$ cat src/common/eic_pkg.sv
`default_nettype none
package eic_pkg;
  // host control word bit positions
  localparam int CTRL_OUT_EN_LSB   = 0;
  localparam int CTRL_OUT_HI_LSB   = 4;
  localparam int CTRL_STB_RST_LSB  = 20;
  localparam int CTRL_HOME_CMD     = 24;
  localparam int CTRL_PRELOAD_RST  = 25;
  localparam int CTRL_PRELOAD_CMD  = 26;
  localparam int CTRL_CLEAR_ERR    = 31;
  // synchronised pin vector layout
  localparam int PIN_ENC_LSB       = 0;
  localparam int PIN_QUAD_A        = 16;
  localparam int PIN_QUAD_B        = 17;
  localparam int PIN_MARKER        = 18;
  localparam int PIN_PRELOAD       = 19;
  localparam int PIN_STB_LSB       = 20;
  localparam int PIN_W             = 24;
  // comparators
  localparam int NUM_CMP           = 32;
  localparam int UPPER_CMP_LSB     = 16;
  localparam int GATE_CMP_BASE     = 4;  // comparator 5, zero based
  // reset values
  localparam logic [31:0] TOTAL_RESET   = 32'h0000_0000;
  localparam logic [15:0] WORD_RESET    = 16'h0000;
  localparam logic [15:0] TIMER_MAX     = 16'hFFFF;
  localparam logic [15:0] QUAD_ERR_CODE = 16'h0001;
  // timing
  localparam int TIME_MS_NS        = 1000000;
  localparam int CLK_PERIOD_NS     = 10;
  localparam int MS_CYCLES_DEFAULT = TIME_MS_NS / CLK_PERIOD_NS;

  typedef struct packed {
    logic        quad_mode;      // 0: absolute_gray_mode
    logic [3:0]  strobe_rising;
    logic [3:0]  strobe_gated;   // comparator gating per strobe
    logic        t1_two_input;
    logic        t2_two_input;
    logic        out58_enabled;
    logic [15:0] home_value;
    logic [15:0] preload_value;
  } eic_cfg_t;

  typedef struct packed {
    logic        we;
    logic [4:0]  index;
    logic [15:0] on_preset;
    logic [15:0] off_preset;
  } eic_preset_wr_t;

  typedef struct packed {
    logic [PIN_W-1:0] s1;
    logic [PIN_W-1:0] s2;
    logic [PIN_W-1:0] s3;
    logic [PIN_W-1:0] filt;
    logic [PIN_W-1:0] prev;
  } eic_sync_t;

  typedef struct packed {
    logic        running;
    logic [15:0] ms_cnt;
    logic [15:0] result;
  } eic_timer_t;

  typedef struct packed {
    eic_sync_t                      sync;
    logic [15:0]                    gray;
    logic [15:0]                    pos;
    logic [15:0]                    binary;
    logic [31:0]                    total;
    logic [3:0][15:0]               strobe_cap;
    logic [3:0]                     strobe_latch;
    logic                           home_armed;
    logic                           home_found;
    logic                           preload_latch;
    logic                           err_flag;
    logic [15:0]                    err_word;
    logic [31:0]                    ctrl_prev;
    logic [16:0]                    tick_cnt;
    logic [1:0][$bits(eic_timer_t)-1:0] timers;
    logic [NUM_CMP-1:0][15:0]       on_preset;
    logic [NUM_CMP-1:0][15:0]       off_preset;
    logic [15:0]                    upper_status;
    logic [7:0]                     out_en;
    logic [7:0]                     hw_out;
  } eic_state_t;
endpackage
`default_nettype wire

$ cat src/design/eic_top.sv
`timescale 1ns/1ps
`default_nettype none
// Functional notes
// - report gray-to-binary, or quadrature count
// - total zero at reset, loadable by command
// - quadrature home marker zeroes total count
// - preload input leaves total count alone
// - inputs 9-12 strobe-capture binary data
// - per-strobe rising or falling edge select
// - timer one ms, input 10 or 10-9
// - timer one start needs latch, comparator six
// - timer one stop gated by comparator five
// - timer two on 12, latch, comparator eight
// - timer two stop gated by comparator seven
// - status word of comparators 17 to 32
// - control bits 0-7 enable outputs 1-8
// - disabled outputs 5-8 ignore enable bits
// - bits 20-23 clear strobe latches
// - held reset keeps flag off, captures always
// - bit 24 arms homing, clears found; marker loads value, sets found
// - bit 25 clears preload latch, allows all
// - bit 26 preloads, no latch set
// - bit 31 clears error flag and word
// - bits 24-26 quadrature-only commands; reserved bits ignored
// - total count in words five and six
module eic_top #(
  parameter int MS_CYCLES = eic_pkg::MS_CYCLES_DEFAULT
) (
  input  wire logic                   CLOCK,
  input  wire logic                   RESETN,
  input  wire logic [15:0]            ENC_IN,
  input  wire logic                   QUAD_A,
  input  wire logic                   QUAD_B,
  input  wire logic                   HOME_MARKER,
  input  wire logic                   PRELOAD_SWITCH,
  input  wire logic [3:0]             STROBE_IN,
  input  wire eic_pkg::eic_cfg_t      CFG,
  input  wire eic_pkg::eic_preset_wr_t PRESET_WR,
  input  wire logic [31:0]            HOST_CTRL,
  input  wire logic                   TOTAL_LOAD,
  input  wire logic [31:0]            TOTAL_LOAD_VALUE,
  input  wire logic                   ERROR_EVENT,
  input  wire logic [15:0]            ERROR_CODE,
  output logic [15:0]                 GRAY_VALUE,
  output logic [15:0]                 BINARY_POSITION,
  output logic [15:0]                 TOTAL_WORD5,
  output logic [15:0]                 TOTAL_WORD6,
  output logic [3:0][15:0]            STROBE_CAPTURE,
  output logic [3:0]                  STROBE_FLAG,
  output logic [15:0]                 TIMER1_MS,
  output logic [15:0]                 TIMER2_MS,
  output logic [15:0]                 UPPER_CMP_STATUS,
  output logic [7:0]                  OUT_ENABLE,
  output logic [7:0]                  HW_OUT,
  output logic                        HOME_FOUND,
  output logic                        PRELOAD_LATCH,
  output logic                        ERROR_FLAG,
  output logic [15:0]                 ERROR_STATUS
);

  localparam logic [16:0] TICK_LAST = 17'(MS_CYCLES - 1);

  eic_pkg::eic_state_t st;
  eic_pkg::eic_state_t next_st;

  logic [eic_pkg::PIN_W-1:0]   pins;
  logic [eic_pkg::NUM_CMP-1:0] cmp;
  logic [3:0]                  stb_lvl;
  logic [3:0]                  stb_old;
  logic [3:0]                  e_stb;
  logic                        quad_move;
  logic                        quad_err;
  logic                        quad_up;
  logic                        mark_hit;
  logic                        pre_edge;
  logic                        home_rise;
  logic                        pcmd_rise;
  logic                        clr_rise;
  logic                        tick;
  logic [1:0]                  t_start;
  logic [1:0]                  t_stop;

  function automatic logic [15:0] gray2bin(input logic [15:0] g);
    logic [15:0] b;
    b[15] = g[15];
    for (int i = 14; i >= 0; i--) begin
      b[i] = b[i+1] ^ g[i];
    end
    return b;
  endfunction

  assign pins = {STROBE_IN, PRELOAD_SWITCH, HOME_MARKER, QUAD_B, QUAD_A, ENC_IN};

  ////////////////////////////////////////////////////////////////////////
  // comparators from presets and current binary data
  generate
    for (genvar gi = 0; gi < eic_pkg::NUM_CMP; gi++) begin : g_cmp
      assign cmp[gi] = (st.on_preset[gi] <= st.off_preset[gi]) ?
                       (st.binary >= st.on_preset[gi] && st.binary <= st.off_preset[gi]) :
                       (st.binary >= st.on_preset[gi] || st.binary <= st.off_preset[gi]);
    end
  endgenerate

  ////////////////////////////////////////////////////////////////////////
  // events from filtered pins and host bits
  assign stb_lvl   = st.sync.filt[eic_pkg::PIN_STB_LSB +: 4];
  assign stb_old   = st.sync.prev[eic_pkg::PIN_STB_LSB +: 4];
  assign e_stb     = (CFG.strobe_rising & stb_lvl & ~stb_old) |
                     (~CFG.strobe_rising & ~stb_lvl & stb_old);
  assign quad_move = CFG.quad_mode &&
                     (st.sync.filt[eic_pkg::PIN_QUAD_A] != st.sync.prev[eic_pkg::PIN_QUAD_A]) !=
                     (st.sync.filt[eic_pkg::PIN_QUAD_B] != st.sync.prev[eic_pkg::PIN_QUAD_B]);
  assign quad_err  = CFG.quad_mode &&
                     (st.sync.filt[eic_pkg::PIN_QUAD_A] != st.sync.prev[eic_pkg::PIN_QUAD_A]) &&
                     (st.sync.filt[eic_pkg::PIN_QUAD_B] != st.sync.prev[eic_pkg::PIN_QUAD_B]);
  assign quad_up   = st.sync.prev[eic_pkg::PIN_QUAD_A] ^ st.sync.filt[eic_pkg::PIN_QUAD_B];
  assign mark_hit  = CFG.quad_mode && st.home_armed &&
                     st.sync.filt[eic_pkg::PIN_MARKER] && !st.sync.prev[eic_pkg::PIN_MARKER];
  assign pre_edge  = CFG.quad_mode &&
                     st.sync.filt[eic_pkg::PIN_PRELOAD] && !st.sync.prev[eic_pkg::PIN_PRELOAD];
  assign home_rise = CFG.quad_mode && HOST_CTRL[eic_pkg::CTRL_HOME_CMD] &&
                     !st.ctrl_prev[eic_pkg::CTRL_HOME_CMD];
  assign pcmd_rise = CFG.quad_mode && HOST_CTRL[eic_pkg::CTRL_PRELOAD_CMD] &&
                     !st.ctrl_prev[eic_pkg::CTRL_PRELOAD_CMD];
  assign clr_rise  = HOST_CTRL[eic_pkg::CTRL_CLEAR_ERR] && !st.ctrl_prev[eic_pkg::CTRL_CLEAR_ERR];
  assign tick      = (st.tick_cnt == TICK_LAST);

  ////////////////////////////////////////////////////////////////////////
  // next state
  always_comb begin
    eic_pkg::eic_timer_t tm;
    logic [15:0] new_bin;
    logic [15:0] diff;
    int          sidx;
    int          pidx;
    logic        two;
    tm      = '0;
    new_bin = '0;
    diff    = '0;
    sidx    = 0;
    pidx    = 0;
    two     = 1'b0;
    t_start = '0;
    t_stop  = '0;
    next_st = st;

    // three-stage pin filter: accept a bit when stages two and three agree
    next_st.sync.s1   = pins;
    next_st.sync.s2   = st.sync.s1;
    next_st.sync.s3   = st.sync.s2;
    next_st.sync.filt = (st.sync.s3 & ~(st.sync.s2 ^ st.sync.s3)) |
                        (st.sync.filt & (st.sync.s2 ^ st.sync.s3));
    next_st.sync.prev = st.sync.filt;
    next_st.ctrl_prev = HOST_CTRL;

    next_st.gray = st.sync.filt[eic_pkg::PIN_ENC_LSB +: 16];
    new_bin      = gray2bin(st.gray);

    if (PRESET_WR.we) begin
      next_st.on_preset[PRESET_WR.index]  = PRESET_WR.on_preset;
      next_st.off_preset[PRESET_WR.index] = PRESET_WR.off_preset;
    end

    // position counter, quadrature only
    if (mark_hit) begin
      next_st.pos        = CFG.home_value;
      next_st.home_found = 1'b1;
      next_st.home_armed = 1'b0;
    end else if (pcmd_rise) begin
      next_st.pos = CFG.preload_value;
    end else if (pre_edge && (!st.preload_latch || HOST_CTRL[eic_pkg::CTRL_PRELOAD_RST])) begin
      next_st.pos = CFG.preload_value;
    end else if (quad_move) begin
      next_st.pos = quad_up ? st.pos + 16'h0001 : st.pos - 16'h0001;
    end
    if (home_rise) begin
      next_st.home_armed = 1'b1;
      next_st.home_found = 1'b0;
    end

    // preload latch: set by the switch only, held clear by bit 25
    if (pre_edge) begin
      next_st.preload_latch = 1'b1;
    end
    if (CFG.quad_mode && HOST_CTRL[eic_pkg::CTRL_PRELOAD_RST]) begin
      next_st.preload_latch = 1'b0;
    end

    next_st.binary = CFG.quad_mode ? st.pos : new_bin;

    // total count; preload never touches it
    diff = new_bin - st.binary;
    if (TOTAL_LOAD) begin
      next_st.total = TOTAL_LOAD_VALUE;
    end else if (mark_hit) begin
      next_st.total = eic_pkg::TOTAL_RESET;
    end else if (quad_move) begin
      next_st.total = quad_up ? st.total + 32'h0000_0001 : st.total - 32'h0000_0001;
    end else if (!CFG.quad_mode) begin
      next_st.total = st.total + {{16{diff[15]}}, diff};
    end

    // strobes
    for (int k = 0; k < 4; k++) begin
      if (HOST_CTRL[eic_pkg::CTRL_STB_RST_LSB + k]) begin
        next_st.strobe_latch[k] = 1'b0;
        if (e_stb[k]) begin
          next_st.strobe_cap[k] = st.binary;
        end
      end else if (e_stb[k] && !st.strobe_latch[k]) begin
        next_st.strobe_cap[k]   = st.binary;
        next_st.strobe_latch[k] = 1'b1;
      end
    end

    // millisecond interval timers
    next_st.tick_cnt = tick ? 17'h0_0000 : st.tick_cnt + 17'h0_0001;
    for (int t = 0; t < 2; t++) begin
      tm   = st.timers[t];
      two  = (t == 0) ? CFG.t1_two_input : CFG.t2_two_input;
      sidx = 2 * t + 1;
      pidx = two ? 2 * t : sidx;
      t_stop[t]  = tm.running && e_stb[pidx] &&
                   (!two || !CFG.strobe_gated[pidx] || cmp[eic_pkg::GATE_CMP_BASE + pidx]);
      t_start[t] = !tm.running && e_stb[sidx] && !st.strobe_latch[sidx] &&
                   (!CFG.strobe_gated[sidx] || cmp[eic_pkg::GATE_CMP_BASE + sidx]);
      if (t_stop[t]) begin
        tm.result  = tm.ms_cnt;
        tm.running = 1'b0;
      end else if (t_start[t]) begin
        tm.running = 1'b1;
        tm.ms_cnt  = eic_pkg::WORD_RESET;
      end else if (tm.running && tick && tm.ms_cnt != eic_pkg::TIMER_MAX) begin
        tm.ms_cnt = tm.ms_cnt + 16'h0001;
      end
      next_st.timers[t] = tm;
    end

    // error status; a new error wins over a clear in the same cycle
    if (clr_rise) begin
      next_st.err_flag = 1'b0;
      next_st.err_word = eic_pkg::WORD_RESET;
    end
    if ((ERROR_EVENT || quad_err) && !next_st.err_flag) begin
      next_st.err_flag = 1'b1;
      next_st.err_word = ERROR_EVENT ? ERROR_CODE : eic_pkg::QUAD_ERR_CODE;
    end

    next_st.upper_status = cmp[eic_pkg::UPPER_CMP_LSB +: 16];
    next_st.out_en[3:0]  = HOST_CTRL[eic_pkg::CTRL_OUT_EN_LSB +: 4];
    next_st.out_en[7:4]  = CFG.out58_enabled ? HOST_CTRL[eic_pkg::CTRL_OUT_HI_LSB +: 4] : 4'h0;
    next_st.hw_out       = next_st.out_en & cmp[7:0];
  end

  always_ff @(posedge CLOCK or negedge RESETN) begin
    if (!RESETN) begin
      st <= '0;
    end else begin
      st <= next_st;
    end
  end

  ////////////////////////////////////////////////////////////////////////
  // outputs
  assign GRAY_VALUE       = st.gray;
  assign BINARY_POSITION  = st.binary;
  assign TOTAL_WORD5      = st.total[15:0];
  assign TOTAL_WORD6      = st.total[31:16];
  assign STROBE_CAPTURE   = st.strobe_cap;
  assign STROBE_FLAG      = st.strobe_latch;
  assign TIMER1_MS        = st.timers[0][15:0];
  assign TIMER2_MS        = st.timers[1][15:0];
  assign UPPER_CMP_STATUS = st.upper_status;
  assign OUT_ENABLE       = st.out_en;
  assign HW_OUT           = st.hw_out;
  assign HOME_FOUND       = st.home_found;
  assign PRELOAD_LATCH    = st.preload_latch;
  assign ERROR_FLAG       = st.err_flag;
  assign ERROR_STATUS     = st.err_word;
endmodule  // eic_top
`default_nettype wire

$ cat config.mk
export PLATFORM = sky130hd
export DESIGN_NAME = eic_top
export DESIGN_NICKNAME = d
export VERILOG_FILES = /design/src/common/eic_pkg.sv /design/src/design/eic_top.sv
export SDC_FILE = /design/constraint.sdc
export NUM_CORES = 2
export LEC_CHECK = 0
export ABC_CLOCK_PERIOD_IN_PS = 8390
export BUFFER_PORTS_ARGS = -buffer_cell sky130_fd_sc_hd__buf_2
export CAP_MARGIN = 5
export CELL_PAD_IN_SITES_DETAIL_PLACEMENT = 1
export CELL_PAD_IN_SITES_GLOBAL_PLACEMENT = 1
export CORE_MARGIN = 1.5
export CORE_UTILIZATION = 49
export CTS_CLUSTER_DIAMETER = 30
export CTS_CLUSTER_SIZE = 14
export DETAILED_ROUTE_END_ITERATION = 7
export GPL_ROUTABILITY_DRIVEN = 0
export PLACE_DENSITY_LB_ADDON = 0.25
export SYNTH_ARGS = -nofsm -noshare
export SYNTH_HDL_FRONTEND = slang
export SYNTH_SLANG_ARGS = --single-unit
$ cat constraint.sdc
create_clock -name CLOCK -period 8.39 [get_ports CLOCK]
set_clock_uncertainty 0.15 [all_clocks]
set_input_delay 1.678 -clock CLOCK [delete_from_list [all_inputs] [get_ports CLOCK]]
set_output_delay 1.678 -clock CLOCK [all_outputs]
set_load 0.005 [all_outputs]
==> results.py <==
metrics = {
    "cells_and_area": {
        "design_area_um2": 88200,
        "drive_gt1_share_pct": 18.9,
        "final_cell_mix": "ha_1, dfrtp_1, inv_1",
        "final_cells": 10139,
        "area_growth_pct": 19.1,
        "final_common_cell": "ha_1",
        "nets": 9288,
    },
    "worst_hold_path": {
        "hold_path_depth": 0,
        "hold_end": "next_st[1395]$_DFF_PN0_",
        "min_from": "next_st[1419]$_DFF_PN0_",
        "worstHoldPathType": "reg -> reg",
    },
    "place": {
        "placed_cell_area_um2": 76900,
        "post-place-ws_ns": -0.235,
        "dp_hpwl_um": 154000,
        "place_inst": 9556,
        "io_buffers": 388,
    },
    "worst_setup_path": {
        "rr_worst_depth": 37,
        "cp_data_arrival_time_ns": 8.68,
        "path_class": "reg -> reg",
        "critPathTopFamily": "compound AO/OA/AOI/OAI gates",
        "worst-path-buf-inv": 2,
        "endpoint_kind": "flop",
        "r2r-end": "TOTAL_WORD6[15]$_DFFE_PN0P_",
        "slowest_stage": "or4_1",
        "worstPathMaxFanout": 5,
        "start_kind": "flop",
        "r2r-start": "GRAY_VALUE[14]$_DFF_PN0_",
        "cp_slowest_stage_delay_ns": 0.43,
        "reg2reg_slack_ns": 0.29,
        "cp.required_ns": 8.97,
        "crit_start": "GRAY_VALUE[14]$_DFF_PN0_",
        "worst-path-stages": 37,
    },
    "timing": {
        "max_slew_margin_pct": 15.8,
        "finalHoldViolCount": 0,
        "fmax_mhz": 123,
        "worst_pin_slew_ns": 1.26,
        "layout_min_cycle_time_ns": 8.10,
        "period_share_pct": 96.5,
        "maxSlewViolCount": 0,
        "setup_tns_ns": 0,
        "worst_hold_slack_ns": 0.194,
        "setup_viol": 0,
        "fin_ws_ns": 0.293,
    },
    "global_routing": {
        "grt_pass1_wl_um": 399000,
        "grt_usage_pct": 34.0,
        "grt_pass1_vias": 67146,
        "grt_antenna_before_repair": 26,
        "globalRoute.totalOverflow": 0,
        "grt_max_degree": 154,
    },
    "status": {
        "status": "finished, final reports clean",
    },
    "die": {
        "initial_core_util_pct": 49.3,
        "die_area_um2": 153000,
        "core_area_um2": 150000,
        "die_h_um": 392,
        "die_w_um": 392,
        "ios": 405,
        "rows": 142,
    },
    "logic_synthesis": {
        "synthAdderAreaFrac_pct": 21.2,
        "yosys.area.top_type": "dfrtp_1",
        "yosysTopAreaCellShare_pct": 39.2,
        "synth_edf_count": 0,
        "ys_seq_elements": 1158,
        "postSynthCellCount": 7503,
        "synth_area_per_cell_um2": 9.86,
        "netlist_area_um2": 74000,
        "synthArstFlopShare_pct": 100,
        "synth_cell_type_count": 72,
        "synth_mux_area_share_pct": 6.82,
        "synth_compound_area_share_pct": 14.0,
        "synthSimpleGateAreaFrac_pct": 10.0,
        "synth_area_leaders": "dfrtp_1, ha_1, mux2_2",
        "syn-num-nets": 8915,
        "synth_top_family_by_area": "adder cells",
        "yosysSeqAreaShare_pct": 39.2,
        "ys.flop_type": "dfrtp_1",
        "ys.warnings.count": 0,
        "synth_xor_area_share_pct": 1.20,
    },
    "job": {
        "maxCapViolations": 0,
    },
    "routing": {
        "via_count": 60471,
        "drtAntennaViolNets": 0,
        "drtIter0Drc": 3379,
        "drc_errors": 0,
        "wl_um": 262000,
        "first_pass_iters": 8,
        "via_per_inst": 5.96,
        "wl_per_cell_um": 25.8,
    },
    "clock_tree": {
        "htreeDepth": 5,
        "cts_hold_buf": 0,
        "path_clk_slew_ns": 0.05,
        "cts_buffers": 315,
        "cts.sink_count": 1158,
        "clk_latency_ns": 0.93,
        "cts_root_buffer": "clkbuf_16",
        "cts_tree": "yes",
        "clock_path_buffers": 4,
    },
    "power": {
        "p_leak_uw": 0.0436,
        "peakVddDrop_uv": 225,
        "p_per_area_nw_per_um2": 402,
    },
}
==> cells in the mapped netlist (all sizes together) (142+ instances only) <==
master     n
nand4    160
clkbuf   186
nand2    629
a21o     213
a21oi    367
dfrtp   1158
nor2b    142
nor2     193
buf      254
ha      1219
inv      828
mux2     443
o21ai    752
==> timing repair <==
action	4_1_cts	5_1_grt
setup endpoints to repair	5	11
hold endpoints to repair	0	0
resized for setup	4	11
pin swaps	5	11
setup buffers	4	13
==> area by class of cell <==
cell class              instances  area, µm²
diodes                         12       30.0
inverters                     828       3110
clock inverters               154       2180
flip-flops and latches       1158      29000
fillers                     16313      61800
multi-input cells            5077      39600
repair buffers                496       2850
well taps                    2016       2520
clock buffers                 398       8790
==> layer usage <==
metal,vias to the layer above,share of wire (%),global-route usage (%)
li1,26900,-,-
met1,30765,40,40.2
met2,1952,48,57.1
met3,834,6.2,6.80
met4,20,5.9,20.2
met5,-,0.045,0
==> worst max path at each step <==
stage / end / slack, ns
2_1_floorplan: TOTAL_WORD6[15]$_DFFE_PN0P_ / 0.63
3_3_place_gp: TOTAL_WORD6[15]$_DFFE_PN0P_ / 0.16
3_5_place_dp: TOTAL_WORD6[15]$_DFFE_PN0P_ / -0.24
4_1_cts: TOTAL_WORD6[15]$_DFFE_PN0P_ / 0.01
5_1_grt: TOTAL_WORD6[15]$_DFFE_PN0P_ / -0.13
6_report: TOTAL_WORD6[15]$_DFFE_PN0P_ / 0.29
==> sequential cells by signal, summed over array words and instances, names as in the netlist, 4 cells and up, named ones only <==
register          count
BINARY_POSITION      16
ERROR_STATUS         16
GRAY_VALUE           15
HW_OUT                8
OUT_ENABLE            8
STROBE_CAPTURE       64
STROBE_FLAG           4
TIMER1_MS            16
TIMER2_MS            16
TOTAL_WORD5          16
TOTAL_WORD6          16
UPPER_CMP_STATUS     16
next_st              48
st                  872
==> power by group <==
part	switching, µW	internal (µW)
Clock	3730	8810
Combinational	8540	6140
Sequential	1370	6870
Total	13600	21800
==> through the flow <==
stage          util [%]  power (µW)
2_1_floorplan         -       17500
4_1_cts            58.7       35200
5_1_grt            58.8       37600
6_report           58.8       35500
3_5_place_dp       51.3       21900
3_3_place_gp       51.3       20900
==> cells by family (layout without fill, tap and decap cells) <==
group	after synthesis	after routing
other	0	12
buffers and inverters	1268	1876
flip-flops	1158	1158
AO/OA/AOI/OAI	1747	1747
adder cells (fa/ha/maj)	1261	1261
AND/OR/NAND/NOR	1532	1532
multiplexers	449	449
XOR/XNOR	88	88
No activity file was read; power rests on OpenSTA's default activity.
